`config.mk`:
```
export PLATFORM = sky130hd
export DESIGN_NAME = tone_generator
export DESIGN_NICKNAME = d
export VERILOG_FILES = /design/src/rtl/tone_pkg.sv /design/src/rtl/tone_generator.sv /design/src/rtl/tone_prescaler.sv
export SDC_FILE = /design/constraint.sdc
export NUM_CORES = 1
export LEC_CHECK = 0
export BUFFER_PORTS_ARGS = -buffer_cell sky130_fd_sc_hd__buf_2
export CORE_MARGIN = 10
export CORE_UTILIZATION = 50
export DETAILED_ROUTE_END_ITERATION = 12
export HOLD_SLACK_MARGIN = 0.02
export PLACE_DENSITY = 0.72
export SYNTH_ARGS = -nofsm -noshare
export SYNTH_HDL_FRONTEND = slang
export SYNTH_SLANG_ARGS = --single-unit
export TNS_END_PERCENT = 100
```
`constraint.sdc`:
```
create_clock -name clk_i -period 5.45 [get_ports clk_i]
set_input_delay 0.2725 -clock clk_i [delete_from_list [all_inputs] [get_ports clk_i]]
set_output_delay 0.2725 -clock clk_i [all_outputs]
set_load 0.02 [all_outputs]
```
`src/rtl/tone_pkg.sv`:
```
// Constants, register map and carrier types of the square-wave tone generator
// Behaviour
// An 8-bit counter clocked by the selected prescaled tick produces the square wave on the tone output pin.
// Output frequency is main clock / (2 x prescaler ratio x (divider value + 1)).
// Clock select 00 gives main clock /32, 01 gives /64, 10 gives /128 and 11 gives /256.
// The 8-bit divider register accepts every value from 00 to FF, each setting the count length.
// With the enable bit (bit 0 of the control register) at 0 the generator is off and makes no square wave.
// After reset the divider reads FF and the control register reads 00.
// With the enable bit at 1 the counter runs and the square wave is driven onto the tone output pin.
// The prescaler reference is the main system clock.
// The counter counts ticks from zero up to the divider value, then restarts and toggles the output; disabled output is held low.
package tone_pkg;

  localparam int unsigned ADDR_W = 8;
  localparam int unsigned DATA_W = 8;

  localparam logic [ADDR_W-1:0] TONE_DIVIDER_OFFSET = 8'h8F;
  localparam logic [ADDR_W-1:0] TONE_CONTROL_OFFSET = 8'h9F;

  localparam logic [DATA_W-1:0] TONE_DIVIDER_RESET = 8'hFF;
  localparam logic [DATA_W-1:0] TONE_CONTROL_RESET = 8'h00;

  localparam int unsigned TONE_ENABLE_BIT = 0;
  localparam int unsigned TONE_CLOCK_SELECT_LSB = 1;
  localparam int unsigned TONE_CLOCK_SELECT_W = 2;

  // Prescaler counts main clock cycles while enabled and is held at zero when off; /32 up to /256
  localparam int unsigned PRESCALE_W = 8;
  localparam int unsigned PRESCALE_LOG2_BASE = 5;

  typedef struct packed {
    logic [ADDR_W-1:0] addr;
    logic [DATA_W-1:0] wdata;
    logic wr;
    logic rd;
  } reg_req_s;

  typedef struct packed {
    logic [TONE_CLOCK_SELECT_W-1:0] clock_select;
    logic enable;
  } tone_cfg_s;

endpackage : tone_pkg

```
`src/rtl/tone_generator.sv`:
```
// Square-wave tone generator with divider and control registers
//
// The strobed register port was left to the implementer.
`timescale 1ns/1ps
`default_nettype none
module tone_generator (
  input wire logic clk_i,
  input wire logic rst_n_i,
  input wire logic [tone_pkg::ADDR_W-1:0] reg_addr_i,
  input wire logic [tone_pkg::DATA_W-1:0] reg_wdata_i,
  input wire logic reg_wr_i,
  input wire logic reg_rd_i,
  output logic [tone_pkg::DATA_W-1:0] reg_rdata_o,
  output logic tone_output_pin_o
);
  import tone_pkg::*;

  reg_req_s req;
  tone_cfg_s cfg;
  logic [DATA_W-1:0] tone_divider_q;
  logic [DATA_W-1:0] tone_divider_d;
  logic [DATA_W-1:0] tone_control_q;
  logic [DATA_W-1:0] tone_control_d;
  logic [DATA_W-1:0] rdata_q;
  logic [DATA_W-1:0] rdata_d;
  logic [DATA_W-1:0] count_q;
  logic [DATA_W-1:0] count_d;
  logic wave_q;
  logic wave_d;
  logic tick;

  assign req = '{addr: reg_addr_i, wdata: reg_wdata_i, wr: reg_wr_i, rd: reg_rd_i};
  assign cfg = '{clock_select: tone_control_q[TONE_CLOCK_SELECT_LSB +: TONE_CLOCK_SELECT_W],
                 enable: tone_control_q[TONE_ENABLE_BIT]};

  // Register file; unused control bits read as zero, unmapped reads return zero
  always_comb begin
    tone_divider_d = tone_divider_q;
    tone_control_d = tone_control_q;
    rdata_d = '0;
    if (req.wr) begin
      if (req.addr == TONE_DIVIDER_OFFSET) begin
        tone_divider_d = req.wdata;
      end else if (req.addr == TONE_CONTROL_OFFSET) begin
        tone_control_d = {5'h00, req.wdata[2:0]};
      end
    end
    if (req.rd) begin
      if (req.addr == TONE_DIVIDER_OFFSET) begin
        rdata_d = tone_divider_q;
      end else if (req.addr == TONE_CONTROL_OFFSET) begin
        rdata_d = tone_control_q;
      end
    end
  end

  always_ff @(posedge clk_i or negedge rst_n_i) begin
    if (!rst_n_i) begin
      tone_divider_q <= TONE_DIVIDER_RESET;
      tone_control_q <= TONE_CONTROL_RESET;
      rdata_q <= '0;
    end else begin
      tone_divider_q <= tone_divider_d;
      tone_control_q <= tone_control_d;
      rdata_q <= rdata_d;
    end
  end

  tone_prescaler u_prescaler (
    .clk_i(clk_i),
    .rst_n_i(rst_n_i),
    .run_i(cfg.enable),
    .select_i(cfg.clock_select),
    .tick_o(tick)
  );

  // Half period is (divider + 1) ticks, giving fx / (2 x ratio x (divider + 1))
  // A divider write mid-count takes effect at once; a count above the new value restarts
  always_comb begin
    count_d = count_q;
    wave_d = wave_q;
    if (!cfg.enable) begin
      count_d = '0;
      wave_d = 1'b0;
    end else if (tick) begin
      if (count_q >= tone_divider_q) begin
        count_d = '0;
        wave_d = ~wave_q;
      end else begin
        count_d = count_q + 8'h01;
      end
    end
  end

  always_ff @(posedge clk_i or negedge rst_n_i) begin
    if (!rst_n_i) begin
      count_q <= '0;
      wave_q <= 1'b0;
    end else begin
      count_q <= count_d;
      wave_q <= wave_d;
    end
  end

  assign reg_rdata_o = rdata_q;
  assign tone_output_pin_o = wave_q;

endmodule : tone_generator
`default_nettype wire

```
`src/rtl/tone_prescaler.sv`:
```
// Main-clock prescaler producing the selected one-cycle tick
`timescale 1ns/1ps
`default_nettype none
module tone_prescaler (
  input wire logic clk_i,
  input wire logic rst_n_i,
  input wire logic run_i,
  input wire logic [tone_pkg::TONE_CLOCK_SELECT_W-1:0] select_i,
  output logic tick_o
);
  import tone_pkg::*;

  logic [PRESCALE_W-1:0] count_q;
  logic [PRESCALE_W-1:0] count_d;
  logic tick_q;
  logic tick_d;
  logic [PRESCALE_W-1:0] last;

  always_comb begin
    // Terminal value is ratio - 1 for ratio 32 << select
    last = PRESCALE_W'((32'd1 << (PRESCALE_LOG2_BASE + 32'(select_i))) - 32'd1);
    count_d = count_q;
    tick_d = 1'b0;
    if (!run_i) begin
      count_d = '0;
    end else if (count_q >= last) begin
      count_d = '0;
      tick_d = 1'b1;
    end else begin
      count_d = count_q + 8'h01;
    end
  end

  always_ff @(posedge clk_i or negedge rst_n_i) begin
    if (!rst_n_i) begin
      count_q <= '0;
      tick_q <= 1'b0;
    end else begin
      count_q <= count_d;
      tick_q <= tick_d;
    end
  end

  assign tick_o = tick_q;

endmodule : tone_prescaler
`default_nettype wire

```
==> reports/summary.md, run 1 <==
In this run the critical register-to-register path is launched from tone_divider_q[1]. The path class of the lowest-slack min-delay path is in2async. Total congestion overflow after global routing: 0. The tightest hold path in the finished design has a slack of 62.95 ps. Length in cells of the worst reg-to-reg path: 7. The run gives 2 as the maximum count of clock buffers along a single path. The first-pass GRT wire length came out at 5.996 mm.

The tools report the overall via count from detail_route as 1266. Clock tree synthesis selected as its root buffer the cell sky130_fd_sc_hd__clkbuf_8. The run gives 2240 ps as the data arrival time of the critical path.

IR analysis of the VDD net gives a maximum drop of 128.2 uV. The tools report the endpoint of the worst setup timing path as tone_output_pin_o. Leaving out fill and tap cells, the most frequent cells in the layout are 29 x sky130_fd_sc_hd__dfrtp_1, 28 x sky130_fd_sc_hd__buf_2, 16 x sky130_fd_sc_hd__nor2_1, 16 x sky130_fd_sc_hd__ha_1, 12 x sky130_fd_sc_hd__mux2_2.

The power density over the cells was 238.0 mW/mm2. The tools report the synthesis warning total as 0. The routed design could run at a clock period as short as 2064 ps. The width of the die is 80.84 um. Entering global routing, the biggest net connects 38 pins.

The area growth from synthesis to layout is 14.60%, and the effective utilization at floorplan is 51.32%. The number of max-slew violations in the final report was 0; the number of levels the H-tree was split into was 2. In the routed layout, each cell is associated on average with a via count of 5.231. Sequential elements use 50.57% of the synthesized area. Critical register-to-register path endpoint: tone_output_pin_o. Data on the critical path is required at its endpoint by 5620 ps. Critical setup path kind: reg2reg. Per-cell routed wire length: 14.88 um. TritonCTS built the clock tree. Each instance of the synthesized netlist takes up on average 11.64 um2. Once the clock tree was built, the setup fixing pass inserted 0 buffers.

The total area inside the core boundary comes to 0.003606 mm2. The logs give 0 for the count of final setup violators and 37 for the sink count of the clock tree. Routability-driven placement finished with a final weighted congestion of 0.7774. The number of failing hold endpoints at the final stage came out at 0. Power comes to 504.7 uW. For the tightest slew margin relative to the limit, the log shows 46.46%.

The number of flops mapped to enable cells by yosys works out to 0. In this run the remaining antenna-violating nets after routing total 0. For the count of mapped cells out of synthesis, the log shows 159.

Row generation in the floorplan step produced 22 rows. The reported leakage power is 1.076 nW. The run gives 4.206 ps as the setup skew after layout.

The flow ran to the end, and the final reports show no timing, DRC or antenna violations. For the initial antenna violation count, the log shows 0. The share of the cycle needed by the critical path after routing is 37.87%, and the final wirelength is 3.600 mm. After detailed routing, the number of remaining DRC violations is 0. The commonest non-fill, non-tap cell in the layout is sky130_fd_sc_hd__dfrtp_1. The antenna diode count was 0.

Upper clock frequency limit: 484.5 MHz. The number of library cell types mapped by synthesis is 35. The top cell type by area accounts for 39.22% of the synthesized area. The number of hold buffers added after CTS was 0. The share of final-layout standard cells stronger than drive strength 1 was 29.90%. The startpoint type of the worst setup path is a register. For the pin with the worst max-slew slack, the measured transition is 803.1 ps.

Of all flip-flops after synthesis, the portion carrying an async set or reset was 100.0%. The floorplan step defined a die boundary enclosing 0.006534 mm2. Ranked by total cell area, the synthesized netlist is headed by sky130_fd_sc_hd__dfrtp_1 39%, sky130_fd_sc_hd__dfstp_2 11%, sky130_fd_sc_hd__ha_1 11%, sky130_fd_sc_hd__mux2_2 7.3%, sky130_fd_sc_hd__xor2_1 4.3%.

The count of buffers from port buffering is 28. The number of buffers inserted during clock tree synthesis is 5, and the number of global-route vias before repair is 1319. The worst register-to-register path has a setup slack of 3390 ps. The detailed-router iteration count before antenna repair came out at 4.

Max-cap violations in this run came to 0. In this run the cell area of the synthesized design comes to 0.001851 mm2. The most used flip-flop cell after synthesis was sky130_fd_sc_hd__dfrtp_1. The tools report the start point of the critical path as tone_divider_q[1].

Fill cells in the final layout number 325. The clock transition time at the flip-flop clock pins of the worst setup and hold paths is 70 ps. Final total negative setup slack: 0 ps.

Setup repair after global routing left no endpoint under its margin. Synthesis inferred 37 register bits. The sort of element at the end of the critical path was a register. The overall track demand over capacity in global routing is 11.45%, and the vertical die dimension is 80.84 um. The logs give 2.799 mm for the HPWL after detailed placement and 55 for the detailed router's first-iteration violation count. The run gives 0 as the post-CTS resize count.

In this run the worst path has a maximum fanout of 9. Summed over all instances, the cell type with the most area after synthesis is sky130_fd_sc_hd__dfrtp_1. The clock latency reported for the late side of the worst-skew pair is 290 ps, and the total I/O pin count is 29. For the number of nets in the final layout, the log shows 229.
[registers in the layout, summed over array words and instances (netlist names)]
name	count
tone_divider_q	8
count_q	8
reg_rdata_o	8
u_prescaler.count_q	8
tone_output_pin_o	1
u_prescaler.tick_o	1
tone_control_q	3
[final cells by class]
type	instances	area (um2)	area share [%]
inverter	10	37.54	1.770
clock inverter	2	10.01	0.4720
tap	48	60.06	2.832
sequential	37	935.9	44.13
clock buffer	6	72.57	3.422
timing repair buffer	28	140.1	6.608
multi-input combinational	111	864.6	40.77
[stage by stage]
step | area (um2) | instances | utilization (%) | setup WS (ps)
after floorplan | 1854 | 160 | - | 3490
after global routing | 2121 | 242 | 58.81 | 3246
after detailed placement | 2038 | 234 | 56.52 | 3383
after global placement | 2038 | 234 | 56.52 | 3420
after CTS | 2121 | 242 | 58.81 | 3365
final | 2121 | 242 | 58.81 | 3386
[power breakdown]
| part | switching (mW) | internal, mW | total [mW] |
|---|---|---|---|
| combinational | 0.0189 | 0.0164 | 0.0354 |
| clock | 0.0936 | 0.0886 | 0.182 |
| sequential | 0.00536 | 0.282 | 0.287 |
[cells by family after synthesis]
family	synth area share [%]
adders and majority gates	10.82
muxes	7.843
AOI/OAI and AO/OA	7.303
and+or+nand+nor	14.67
DFF	50.57
buffers and inverters	2.907
other	0.2026
xor gates and xnor gates	5.680
[cells in the mapped netlist, drive strengths merged (2+ instances only)]
| library cell | number |
|---|---|
| dfrtp | 29 |
| ha | 16 |
| nor2 | 16 |
| mux2 | 12 |
| inv | 10 |
| xor2 | 9 |
| and3 | 8 |
| dfstp | 8 |
| nand3 | 6 |
| nand2 | 5 |
| nand4 | 4 |
| a22o | 3 |
| and2 | 3 |
| xnor2 | 3 |
| a21o | 2 |
| a21oi | 2 |
| and4 | 2 |
| buf | 2 |
| nand2b | 2 |
| nor2b | 2 |
| o211a | 2 |
| o21ai | 2 |
[worst max-delay path: stages (launching register included)]
cell	delay (ps)
sky130_fd_sc_hd__dfstp_2	540
sky130_fd_sc_hd__inv_1	40
sky130_fd_sc_hd__ha_1	290
sky130_fd_sc_hd__nor2b_1	130
sky130_fd_sc_hd__o211a_1	190
sky130_fd_sc_hd__a211oi_1	270
sky130_fd_sc_hd__o21ai_2	180
sky130_fd_sc_hd__mux2_2	290
[worst min path at each step]
stage                        from                     end  depth (start not counted)
after floorplan           rst_n_i              count_q[0]                          0
after global placement    rst_n_i  u_prescaler.count_q[7]                          1
after detailed placement  rst_n_i  u_prescaler.count_q[7]                          1
after CTS                 rst_n_i       tone_control_q[2]                          1
after global routing      rst_n_i       tone_control_q[2]                          1
final                     rst_n_i       tone_control_q[1]                          1
[per-layer routing]
| layer | GRT usage (%) | vias up | wire length (um) |
|---|---|---|---|
| li1 | - | 621 | - |
| met1 | 13.08 | 605 | 1523 |
| met2 | 18.47 | 36 | 1697 |
| met3 | 5.629 | 4 | 350 |
| met4 | 3.633 | 0 | 29 |
| met5 | 0 | - | 0 |
Note: power is estimated with default switching activity, not from simulation.
==> inputs of run 2 (changes only) <==
--- a/config.mk
+++ b/config.mk
@@ -10,7 +10,7 @@
 export CORE_UTILIZATION = 50
 export DETAILED_ROUTE_END_ITERATION = 12
 export HOLD_SLACK_MARGIN = 0.02
-export PLACE_DENSITY = 0.72
+export PLACE_DENSITY = 0.75
 export SYNTH_ARGS = -nofsm -noshare
 export SYNTH_HDL_FRONTEND = slang
 export SYNTH_SLANG_ARGS = --single-unit
==> constraint.sdc (replaced) <==
create_clock -name clk_i -period 1.8 [get_ports clk_i]
set_input_delay 0.09 -clock clk_i [delete_from_list [all_inputs] [get_ports clk_i]]
set_output_delay 0.09 -clock clk_i [all_outputs]
set_load 0.02 [all_outputs]
==> reports/summary.md, run 2 (synthesis results as in run 1) <==
The root buffer cell chosen for the clock tree is sky130_fd_sc_hd__clkbuf_8. The run gives 1458 as the number of global-route vias before repair. Entering global routing, the biggest net connects 38 pins. For the setup skew after layout, the log shows 8.924 ps. The share of the cycle needed by the critical path after routing is 104.1%. Across every metal layer, demand over resource in global routing totals 13.03%. The slew at the pin with the worst max-slew slack came out at 798.3 ps. In this run the most critical hold path is launched from reg_wdata_i[4]. The final reports fail on negative setup slack.

STA classifies the critical path endpoint as a register. For the HPWL after detailed placement, the log shows 2.894 mm. Placement row count: 22. The initial antenna violation count came out at 0.

The finished cells cover 0.002424 mm2. The tightest slew margin relative to the limit is 46.78%. The tools report the number of max-slew violations in the final report as 0.

The number of buffers inserted during clock tree synthesis was 5. The area growth from synthesis to layout is 30.97%, and the number of failing hold endpoints at the final stage is 0. During placement, the flow inserted port buffers numbering 28. The worst path in the final design needs a cycle of 1873 ps, including I/O delays and setup. Before CTS, the worst setup slack after placement is -120.8 ps.

The final route contains 1331 vias. For this block, the routed nets add up to 4.079 mm of wire. The tightest min-delay check is of the in2reg type. The first detailed-routing pass ran for 4 iterations. The run gives -73.36 ps as the slack of the critical path.

The effective utilization at floorplan was 51.32%; the vertical die dimension was 80.84 um. Setup repair after global routing could not meet its margin everywhere. The number of antenna diodes in the final layout is 0.

Dividing the detail-routed wire length by the instance count gives 16.12 um. The share of final-layout standard cells stronger than drive strength 1 was 46.34%; the final weighted congestion of routability-driven global placement was 0.8044. Summed over all cells, the static leakage comes to 1.165 nW. STA classifies the critical path startpoint as a register. The first global-routing pass estimated 6.810 mm of wire.

The library cells used most frequently in the layout, excluding fill and tap cells, are 28 x sky130_fd_sc_hd__dfrtp_1, 28 x sky130_fd_sc_hd__buf_2, 12 x sky130_fd_sc_hd__mux2_2, 10 x sky130_fd_sc_hd__ha_1. Critical setup path kind: reg2reg. The first routing iteration left 52 violations. For the total congestion overflow after global routing, the log shows 0.

Power spread over the standard cell area amounts to 726.7 mW/mm2. For the post-route antenna net violation count, the log shows 0. The flow ran to the end, but the final reports show violations. The logs give 43.02 ps for the minimum hold slack and 3 for the count of final setup violators. The floorplan step set the die width to 80.84 um.

The tools report the peak supply drop as 374.3 uV. In this run the critical register-to-register path is launched from tone_divider_q[6]. The endpoint required time on the critical path is 1970 ps. Along the worst path, the maximum fanout reaches 2. Including well taps, the total number of placed cells is 240. TritonCTS built the clock tree. The tools report the post-detailed-placement cell area as 0.002098 mm2. The floorplan step defined a core boundary enclosing 0.003606 mm2. The data arrival time of the critical path came out at 2040 ps. Sink count of the clock tree: 37. In the final design database the tool counted 240 nets.

Reported max-cap violation count: 0. Upper clock frequency limit: 533.8 MHz. Dividing the detail-routed via count by the number of cells gives 5.261.

The number of levels the H-tree was split into came out at 2. The clock transition time at the flip-flop clock pins of the worst setup and hold paths works out to 70 ps. The overall power came out at 1.761 mW.

The floorplan step defined a die boundary enclosing 0.006534 mm2. The start point of the critical path was tone_divider_q[6]. For this run, the number of standard cells in the final layout without fillers is 253. Pin placement for this block handled 29 I/O pins. The clock passes through at most 2 buffers. After detailed routing, the number of remaining DRC violations is 0.

The tools report the clock latency reported for the late side of the worst-skew pair as 290 ps.
run 2: routing by layer:
metal	up-vias	GRT usage, %	wire (um)
met5	-	0	0
met4	0	4.498	80
met3	10	5.298	330
met2	45	22.53	1915
met1	628	14.15	1751
li1	648	-	-
run 2: metrics by stage:
stage | setup TNS [ps] | utilization [%]
2_1_floorplan | -66.69 | -
3_3_place_gp | -56.89 | 58.19
3_5_place_dp | -739.8 | 58.19
4_1_cts | -206.1 | 65.41
5_1_grt | -410.2 | 67.21
6_report | -94.86 | 67.21
run 2: critical path, cell delays in order (launching register included):
cell,delay (ps)
sky130_fd_sc_hd__dfstp_2,540
sky130_fd_sc_hd__inv_2,50
sky130_fd_sc_hd__ha_4,210
sky130_fd_sc_hd__a21o_1,160
sky130_fd_sc_hd__a221o_1,380
sky130_fd_sc_hd__nand2_2,90
sky130_fd_sc_hd__o21ai_4,70
sky130_fd_sc_hd__mux2_2,270
run 2: final timing paths:
check | slack, ps | endpoint | cells past startpoint
max | -70 | tone_output_pin_o | 7
min | 40 | tone_divider_q[4] | 2
max reg2reg | -70 | tone_output_pin_o | 7
min reg2reg | 490 | u_prescaler.count_q[0] | 1
max in group asynchronous | 810 | u_prescaler.count_q[0] | 2
min in group asynchronous | 430 | tone_control_q[2] | 2
run 2: area by class of cell:
class,count,area [um2]
Sequential cell,37,937.1
Clock inverter,1,30.03
Tap cell,48,60.06
Inverter,10,37.54
Fill cell,253,1182
Timing Repair Buffer,39,232.7
Clock buffer,7,86.33
Multi-Input combinational cell,111,1040
run 2: where the power goes:
| part | total [mW] | switching [mW] | internal [mW] |
|---|---|---|---|
| Clock | 0.732 | 0.281 | 0.452 |
| Combinational | 0.160 | 0.0840 | 0.0757 |
| Sequential | 0.869 | 0.0160 | 0.853 |
run 2: timing repair:
item	CTS	global route
hold buffers	1	0
setup buffers	4	0
pin swaps	12	4
resized for setup	20	16
hold endpoints to repair	29	0
setup endpoints to repair	17	17
